**config.mk**
```make
export PLATFORM = sky130hd
export DESIGN_NAME = mtc_trap_unit
export DESIGN_NICKNAME = d
export VERILOG_FILES = /design/src/mtc_pkg.sv /design/src/mtc_latch_bit.sv /design/src/mtc_value_sel.sv /design/src/mtc_trap_unit.sv
export SDC_FILE = /design/constraint.sdc
export NUM_CORES = 1
export LEC_CHECK = 0
export ABC_CLOCK_PERIOD_IN_PS = 5500
export BUFFER_PORTS_ARGS = -buffer_cell sky130_fd_sc_hd__clkbuf_2
export CAP_MARGIN = 20
export CORE_MARGIN = 8
export CORE_UTILIZATION = 38
export DETAILED_ROUTE_END_ITERATION = 12
export PLACE_DENSITY = 0.65
export SKIP_CTS_REPAIR_TIMING = 1
export SYNTH_ARGS = -nofsm -noshare
export SYNTH_HDL_FRONTEND = slang
export SYNTH_SLANG_ARGS = --single-unit
export TNS_END_PERCENT = 50
```
**constraint.sdc**
```tcl
create_clock -name core_clk -period 5.5 [get_ports core_clk]
set_input_delay 1.375 -clock core_clk [delete_from_list [all_inputs] [get_ports core_clk]]
set_output_delay 1.375 -clock core_clk [all_outputs]
set_load 0.005 [all_outputs]
```
**src/mtc_pkg.sv**
```systemverilog
// constants for the machine trap register unit
`default_nettype none
package mtc_pkg;
  // register addresses
  localparam logic [11:0] ADDR_STATUS = 12'h300;
  localparam logic [11:0] ADDR_COUNTER_EN = 12'h306;
  localparam logic [11:0] ADDR_STATUS_HIGH = 12'h310;
  localparam logic [11:0] ADDR_SCRATCH = 12'h340;
  localparam logic [11:0] ADDR_RETURN_PC = 12'h341;
  localparam logic [11:0] ADDR_CAUSE = 12'h342;
  localparam logic [11:0] ADDR_VALUE = 12'h343;
  localparam logic [11:0] ADDR_PENDING = 12'h344;
  // performance monitor counter windows, index 3..31 of each
  localparam logic [6:0] PMC_USER_LO = 7'h60;
  localparam logic [6:0] PMC_USER_HI = 7'h64;
  localparam logic [6:0] PMC_MACH_LO = 7'h58;
  localparam logic [6:0] PMC_MACH_HI = 7'h5C;
  localparam logic [6:0] PMC_EVENT = 7'h19;
  localparam logic [4:0] PMC_FIRST = 5'h03;
  // field positions
  localparam int BIT_GIE = 3;
  localparam int BIT_PGIE = 7;
  localparam int BIT_SOFT = 3;
  localparam int BIT_TIMER = 7;
  localparam int BIT_EXT = 11;
  localparam int FAST_LO = 16;
  localparam int FAST_N = 16;
  localparam int CAUSE_IRQ = 31;
  localparam int CAUSE_ID_W = 5;
  localparam int CNT_EN_W = 3;
  // reset values
  localparam logic [31:0] STATUS_HIGH_VAL = 32'h0000_0000;
  localparam logic [31:0] PENDING_RST = 32'h0000_0000;
  localparam logic [CNT_EN_W-1:0] CNT_EN_RST = 3'h0;
  localparam logic [31:0] ZERO_WORD = 32'h0000_0000;
  // trap identifiers
  localparam logic [4:0] ID_FETCH_MISALIGN = 5'h00;
  localparam logic [4:0] ID_FETCH_FAULT = 5'h01;
  localparam logic [4:0] ID_ILLEGAL = 5'h02;
  localparam logic [4:0] ID_LOAD_MISALIGN = 5'h04;
  localparam logic [4:0] ID_LOAD_FAULT = 5'h05;
  localparam logic [4:0] ID_STORE_MISALIGN = 5'h06;
  localparam logic [4:0] ID_STORE_FAULT = 5'h07;
endpackage
`default_nettype wire

```
**src/mtc_latch_bit.sv**
```systemverilog
// one sticky pending flag, set beats clear
`timescale 1ns/10ps
`default_nettype none
module mtc_latch_bit (
  // clock and reset
  input wire logic core_clk,
  input wire logic sys_rst,
  // control
  input wire logic set_req,
  input wire logic clr_req,
  // state
  output logic flag
);
  logic flag_reg;

  always_ff @(posedge core_clk) begin
    if (sys_rst) begin
      flag_reg <= 1'b0;
    end else if (set_req) begin
      flag_reg <= 1'b1;
    end else if (clr_req) begin
      flag_reg <= 1'b0;
    end
  end

  assign flag = flag_reg;
endmodule
`default_nettype wire

```
**src/mtc_value_sel.sv**
```systemverilog
// chooses the trap value word from the trap cause
`timescale 1ns/10ps
`default_nettype none
module mtc_value_sel (
  // trap description
  input wire logic is_irq,
  input wire logic [4:0] trap_id,
  input wire logic [31:0] fetch_addr,
  input wire logic [31:0] fault_pc,
  input wire logic [31:0] fault_instr,
  // result
  output logic [31:0] value
);
  always_comb begin
    value = mtc_pkg::ZERO_WORD;
    if (!is_irq) begin
      unique case (trap_id)
        mtc_pkg::ID_FETCH_MISALIGN,
        mtc_pkg::ID_FETCH_FAULT: begin
          value = fetch_addr;
        end
        mtc_pkg::ID_LOAD_MISALIGN,
        mtc_pkg::ID_LOAD_FAULT,
        mtc_pkg::ID_STORE_MISALIGN,
        mtc_pkg::ID_STORE_FAULT: begin
          value = fault_pc;
        end
        mtc_pkg::ID_ILLEGAL: begin
          value = fault_instr;
        end
        default: begin
          value = mtc_pkg::ZERO_WORD;
        end
      endcase
    end
  end
endmodule
`default_nettype wire

```
**src/mtc_trap_unit.sv**
```systemverilog
// machine trap registers, pending flags and counter access check
//
// Overview of operation
// - counter enable bits 31:3 always zero; user never reads perf counters
// - any access to performance counter registers raises illegal instruction
// - status high word 0x310 reads zero, read-only, writes ignored
// - scratch 0x340 is plain 32-bit read/write storage, no reset
// - exception loads return pc with the faulting instruction address
// - interrupt loads return pc with next not-yet-executed address
// - cause bit 31 set for interrupt, cleared for exception
// - cause bits 4:0 hold trap id; bits 30:5 read zero
// - fetch misalign or fetch fault stores the fetch address as value
// - load or store misalign or fault stores faulting pc as value
// - illegal instruction stores the expanded 32-bit instruction word
// - all other causes, interrupts too, store zero as value
// - trap value writes are ignored and raise no exception
// - pending resets zero; standard bits read-only, cleared at source
// - fast lines latch into bits 31:16 until software clears them
// - external request at bit 11, software request at bit 3
// - bit 7 follows timer request, cleared only by timer compare
// - trap entry saves then clears global enable; return restores it
`timescale 1ns/10ps
`default_nettype none
module mtc_trap_unit (
  // clock and reset
  input wire logic core_clk,
  input wire logic sys_rst,
  // register access from the pipeline
  input wire logic csr_valid,
  input wire logic csr_write,
  input wire logic [11:0] csr_addr,
  input wire logic [31:0] csr_wdata,
  output logic csr_ack,
  output logic csr_hit,
  output logic csr_illegal,
  output logic [31:0] csr_rdata,
  // trap entry and return
  input wire logic trap_take,
  input wire logic trap_is_irq,
  input wire logic [4:0] trap_id,
  input wire logic [31:0] trap_pc,
  input wire logic [31:0] trap_next_pc,
  input wire logic [31:0] trap_fetch_addr,
  input wire logic [31:0] trap_instr,
  input wire logic trap_return,
  // interrupt requests
  input wire logic ext_irq,
  input wire logic timer_irq,
  input wire logic soft_irq,
  input wire logic [15:0] fast_irq,
  // state to the pipeline
  output logic irq_enable,
  output logic previous_irq_enable,
  output logic [31:0] irq_pending,
  output logic [31:0] trap_return_pc,
  output logic [2:0] counter_enable
);
  logic gie_reg;
  logic pgie_reg;
  logic [2:0] cnt_en_reg;
  logic [31:0] scratch_reg;
  logic [31:0] return_pc_reg;
  logic cause_irq_reg;
  logic [4:0] cause_id_reg;
  logic [31:0] value_reg;
  logic ext_pending_reg;
  logic timer_pending_reg;
  logic soft_pending_reg;
  logic [15:0] fast_pending;
  logic [31:0] value_next;
  logic [31:0] rdata_next;
  logic hit_next;
  logic pmc_access;
  logic wr_en;
  logic pending_wr;
  logic [31:0] cause_word;
  logic [31:0] pending_word;
  logic [31:0] status_word;

  // write strobe for the addressed register
  assign wr_en = csr_valid && csr_write;
  assign pending_wr = wr_en && csr_addr == mtc_pkg::ADDR_PENDING;

  // performance counters, their high words and event selectors
  always_comb begin
    pmc_access = 1'b0;
    if (csr_addr[4:0] >= mtc_pkg::PMC_FIRST) begin
      if (csr_addr[11:5] == mtc_pkg::PMC_USER_LO ||
          csr_addr[11:5] == mtc_pkg::PMC_USER_HI ||
          csr_addr[11:5] == mtc_pkg::PMC_MACH_LO ||
          csr_addr[11:5] == mtc_pkg::PMC_MACH_HI ||
          csr_addr[11:5] == mtc_pkg::PMC_EVENT) begin
        pmc_access = 1'b1;
      end
    end
  end

  // global and previous interrupt enable
  always_ff @(posedge core_clk) begin
    if (sys_rst) begin
      gie_reg <= 1'b0;
      pgie_reg <= 1'b0;
    end else if (trap_take) begin
      pgie_reg <= gie_reg;
      gie_reg <= 1'b0;
    end else if (trap_return) begin
      gie_reg <= pgie_reg;
    end else if (wr_en && csr_addr == mtc_pkg::ADDR_STATUS) begin
      gie_reg <= csr_wdata[mtc_pkg::BIT_GIE];
      pgie_reg <= csr_wdata[mtc_pkg::BIT_PGIE];
    end
  end

  // user counter access enable, upper bits never stored
  always_ff @(posedge core_clk) begin
    if (sys_rst) begin
      cnt_en_reg <= mtc_pkg::CNT_EN_RST;
    end else if (wr_en && csr_addr == mtc_pkg::ADDR_COUNTER_EN) begin
      cnt_en_reg <= csr_wdata[mtc_pkg::CNT_EN_W-1:0];
    end
  end

  // scratch word, left unreset
  always_ff @(posedge core_clk) begin
    if (wr_en && csr_addr == mtc_pkg::ADDR_SCRATCH) begin
      scratch_reg <= csr_wdata;
    end
  end

  // return pc: trap entry beats a software write
  always_ff @(posedge core_clk) begin
    if (trap_take) begin
      if (trap_is_irq) begin
        return_pc_reg <= trap_next_pc;
      end else begin
        return_pc_reg <= trap_pc;
      end
    end else if (wr_en && csr_addr == mtc_pkg::ADDR_RETURN_PC) begin
      return_pc_reg <= csr_wdata;
    end
  end

  // cause: only the flag and the id are stored
  always_ff @(posedge core_clk) begin
    if (trap_take) begin
      cause_irq_reg <= trap_is_irq;
      cause_id_reg <= trap_id;
    end else if (wr_en && csr_addr == mtc_pkg::ADDR_CAUSE) begin
      cause_irq_reg <= csr_wdata[mtc_pkg::CAUSE_IRQ];
      cause_id_reg <= csr_wdata[mtc_pkg::CAUSE_ID_W-1:0];
    end
  end

  mtc_value_sel u_value_sel (
    .is_irq(trap_is_irq),
    .trap_id(trap_id),
    .fetch_addr(trap_fetch_addr),
    .fault_pc(trap_pc),
    .fault_instr(trap_instr),
    .value(value_next)
  );

  // trap value, written by hardware only
  always_ff @(posedge core_clk) begin
    if (trap_take) begin
      value_reg <= value_next;
    end
  end

  // standard requests mirrored, never written by software
  always_ff @(posedge core_clk) begin
    if (sys_rst) begin
      ext_pending_reg <= 1'b0;
      timer_pending_reg <= 1'b0;
      soft_pending_reg <= 1'b0;
    end else begin
      ext_pending_reg <= ext_irq;
      timer_pending_reg <= timer_irq;
      soft_pending_reg <= soft_irq;
    end
  end

  // fast lines: a zero written to a bit clears it
  genvar gi;
  generate
    for (gi = 0; gi < mtc_pkg::FAST_N; gi++) begin : g_fast
      mtc_latch_bit u_bit (
        .core_clk(core_clk),
        .sys_rst(sys_rst),
        .set_req(fast_irq[gi]),
        .clr_req(pending_wr && !csr_wdata[mtc_pkg::FAST_LO + gi]),
        .flag(fast_pending[gi])
      );
    end
  endgenerate

  // assembled words
  always_comb begin
    status_word = mtc_pkg::ZERO_WORD;
    status_word[mtc_pkg::BIT_GIE] = gie_reg;
    status_word[mtc_pkg::BIT_PGIE] = pgie_reg;
    cause_word = mtc_pkg::ZERO_WORD;
    cause_word[mtc_pkg::CAUSE_IRQ] = cause_irq_reg;
    cause_word[mtc_pkg::CAUSE_ID_W-1:0] = cause_id_reg;
    pending_word = mtc_pkg::PENDING_RST;
    pending_word[mtc_pkg::BIT_EXT] = ext_pending_reg;
    pending_word[mtc_pkg::BIT_TIMER] = timer_pending_reg;
    pending_word[mtc_pkg::BIT_SOFT] = soft_pending_reg;
    pending_word[31:mtc_pkg::FAST_LO] = fast_pending;
  end

  // read multiplexer
  always_comb begin
    rdata_next = mtc_pkg::ZERO_WORD;
    hit_next = 1'b1;
    unique case (csr_addr)
      mtc_pkg::ADDR_STATUS: begin
        rdata_next = status_word;
      end
      mtc_pkg::ADDR_COUNTER_EN: begin
        rdata_next = {29'h0000_0000, cnt_en_reg};
      end
      mtc_pkg::ADDR_STATUS_HIGH: begin
        rdata_next = mtc_pkg::STATUS_HIGH_VAL;
      end
      mtc_pkg::ADDR_SCRATCH: begin
        rdata_next = scratch_reg;
      end
      mtc_pkg::ADDR_RETURN_PC: begin
        rdata_next = return_pc_reg;
      end
      mtc_pkg::ADDR_CAUSE: begin
        rdata_next = cause_word;
      end
      mtc_pkg::ADDR_VALUE: begin
        rdata_next = value_reg;
      end
      mtc_pkg::ADDR_PENDING: begin
        rdata_next = pending_word;
      end
      default: begin
        hit_next = pmc_access;
      end
    endcase
  end

  // registered answer one cycle after the request
  always_ff @(posedge core_clk) begin
    if (sys_rst) begin
      csr_ack <= 1'b0;
      csr_hit <= 1'b0;
      csr_illegal <= 1'b0;
      csr_rdata <= mtc_pkg::ZERO_WORD;
    end else begin
      csr_ack <= csr_valid;
      csr_hit <= csr_valid && hit_next;
      csr_illegal <= csr_valid && pmc_access;
      csr_rdata <= csr_valid ? rdata_next : mtc_pkg::ZERO_WORD;
    end
  end

  assign irq_enable = gie_reg;
  assign previous_irq_enable = pgie_reg;
  assign irq_pending = pending_word;
  assign trap_return_pc = return_pc_reg;
  assign counter_enable = cnt_en_reg;
endmodule
`default_nettype wire

```
==> flow_summary.toml <==
[worst_setup_path]
critical-path-max-stage-delay_ps = 860
reg2reg_depth = 4
setup.worst_path.start = "csr_addr[10]"
slowest_stage = "or4b_1"
r2r_start = "trap_return_pc[3]"
critical_path.cell_chain = "clkbuf_2, or4b_1, nor3_1, nand2_1, nor2_4, buf_4"
critical_path_peak_fanout = 23
setup.worst_path.end_class = "flip-flop"
critical_path_class = "in -> reg"
worst-r2r-setup-slack_ps = 4270
rr_endpoint = "csr_rdata[3]"
crit_family = "simple AND/OR/NAND/NOR gates"
cp.depth = 6
cp.buffers_inverters = 2
worst_ep_required_time_ps = 5620
crit_end = "scratch_reg[11]"
cp_data_arrival_time_ps = 4150
cp-start-kind = "input port"

[cells_and_area]
area_growth_pct = 27.9
finish.net_count = 1131
final_cell_area_um2 = 9780
sequential_cell_area_um2 = 4240
multi_input_area_um2 = 2960
drive_above_1_share = 0.438
filler_cell_count = 1868

[power]
p_per_area_nw_per_um2 = 290
static-leakage-power_nw = 4.02
ir_drop_v = 0.000168

[grt]
grt_first_pass_wirelength_mm = 37.8
antenna_found_initial = 1
first_global_vias = 6663
grt_max_degree = 57
grt.total_usage = 0.202
total_congestion_overflow_after_global_routing = 0

[clock_network]
cts.sinks = 161
cts_root_buffer = "clkbuf_16"
cts_tree = "done"
cts_inserted_buffers = 17
clock_insertion_delay_worst_skew_ps = 410
clockBufferDepth = 2
clk_pin_slew_ps = 60
cts_htree_levels = 4

[sta]
maxSlewHeadroom = 0.372
totalNegativeSetupSlack_ps = 0
maxSlewViolCount = 0
setup_viol = 0
worst_slew_pin_slew_ps = 939
final.period_utilization = 0.732
grt_setup_unrepaired = "no"
final-hold-violation-count = 0
min_period_ps = 4030
achievable-frequency_mhz = 248
final_clock_skew_ps = 7.06

[logic_synthesis]
synth-seq-area-share = 0.555
top_cells_by_area_in_the_synthesized_netlist = "edfxtp_1 40%, dfxtp_1 15%, mux2_2 6.6%, mux2i_1 5.1%, nor2_1 4.4%"
syn_area_per_cell_um2 = 11.4
synth_enable_flop_cells = 102
portion_of_synthesized_cell_area_occupied_by_the_leading_cell_type = 0.401
netlist.top_cell.by_area = "edfxtp_1"
syn_area_um2 = 7650
synth_flop_cell = "edfxtp_1"
async_flop_share = 0
synth.ff_latch_count = 161
yosysWarningCount = 0
synthDistinctLibCells = 51
synthesis.instances = 670

[route]
first_pass_iters = 6
dr_total_vias = 6345
routed_wire_length_per_instance_um = 21.0
route.detailed.drc = 0
antenna_violating_nets_post_route = 0
via_density_per_instance = 5.24
detailedRoute.firstIterationViolations = 496
route.final.wire_length_mm = 25.5

[floorplanning]
i_o_pin_count = 307
core_area_um2 = 20000
die_area_um2 = 24900
floorplan.die.height_um = 158
die_w_um = 158
floorplan.initialDensity = 0.383
placement_rows = 52

[placed_design]
detailed_placer_s_ending_hpwl_mm = 18.5
postPlaceCellArea_um2 = 9200
port_buffers = 293
routabilityCongestion = 0.830

[worst_hold_path]
worst_hold_path_type = "reg -> reg"

[job]
timing.max_cap.violations = 0

[outcome]
outcome = "complete, no violations"
-- cells in the final DEF, fill, tap and decap left out, types with 6 or more instances in the layout --
cell type / count
clkbuf_2: 292
a222oi_1: 32
o21ai_2: 10
nor2_1: 89
inv_1: 21
nand2_1: 18
nand3_1: 11
mux2_2: 45
a32oi_1: 8
edfxtp_1: 102
nor2b_1: 6
conb_1: 13
buf_4: 16
clkbuf_16: 17
a22oi_1: 21
a21oi_1: 65
o21ai_0: 7
mux2i_1: 39
dfxtp_1: 59
-- cell families (layout without fill, tap and decap cells) --
logic type | count (synthesis) | in the layout | share of synthesized area
buffers and inverters | 102 | 361 | 0.0707
flip-flops | 161 | 161 | 0.555
other | 1 | 14 | 0.000490
multiplexers | 84 | 84 | 0.117
AO/OA/AOI/OAI | 160 | 160 | 0.147
AND/OR/NAND/NOR | 162 | 162 | 0.109
-- stage by stage --
step                utilization  instances  hold slack [ps]  total power, mW  setup WS (ps)
floorplan                     -        682              453             1.54            793
finish                    0.490       1212              483             2.83           1470
global route              0.490       1212              500             2.95           1320
global placement          0.461       1179              469             1.70           1160
detailed placement        0.461       1179              474             1.71           1060
CTS                       0.489       1211              483             2.86           1500
-- report_power, final --
group / switching, mW / leakage (nW) / internal (mW) / total (mW)
logic: 0.164 / 2.30 / 0.144 / 0.308
clock network: 0.503 / 0.271 / 0.654 / 1.16
registers: 0.0284 / 1.45 / 1.34 / 1.37
total: 0.696 / 4.02 / 2.14 / 2.83
-- how the worst min path moves through the flow --
stage                               from                    to  cells after the start
CTS                 g_fast[5].u_bit.flag  g_fast[5].u_bit.flag                      2
floorplan           g_fast[0].u_bit.flag  g_fast[0].u_bit.flag                      2
global placement    g_fast[8].u_bit.flag  g_fast[8].u_bit.flag                      2
global route        g_fast[1].u_bit.flag  g_fast[1].u_bit.flag                      2
finish              g_fast[1].u_bit.flag  g_fast[1].u_bit.flag                      2
detailed placement  g_fast[5].u_bit.flag  g_fast[5].u_bit.flag                      2
-- routing by layer --
metal | up-vias | track usage | share of wire
met1 | 3011 | 0.248 | 0.41
met3 | 29 | 0.0565 | 0.084
met5 | - | 0 | 0
met2 | 299 | 0.342 | 0.49
li1 | 3006 | - | -
met4 | 0 | 0.0571 | 0.014
-- Yosys cell counts (all sizes together), types with 6 or more instances --
cell type	count
a222oi	32
nor2	90
edfxtp	102
a22oi	21
a32oi	8
clkbuf	34
nand2	18
inv	21
o21ai	17
a21oi	65
mux2i	39
dfxtp	59
buf	47
mux2	45
nor4	8
nor2b	6
nand3	11
-- worst register-to-register path, stage by stage, from the launching register on --
cell and delay [ps]:
edfxtp_1 380, mux2_2 290, a22o_1 190, a22oi_1 150, a21oi_1 80
-- layout make-up --
cell class | instances | share of cell area
diodes | 1 | 0.000256
multi-input cells | 419 | 0.302
clock inverters | 13 | 0.0128
repair buffers | 308 | 0.162
flip-flops and latches | 161 | 0.434
inverters | 21 | 0.00806
well taps | 270 | 0.0345
clock buffers | 19 | 0.0463
Power figures use the tool's default switching activity.
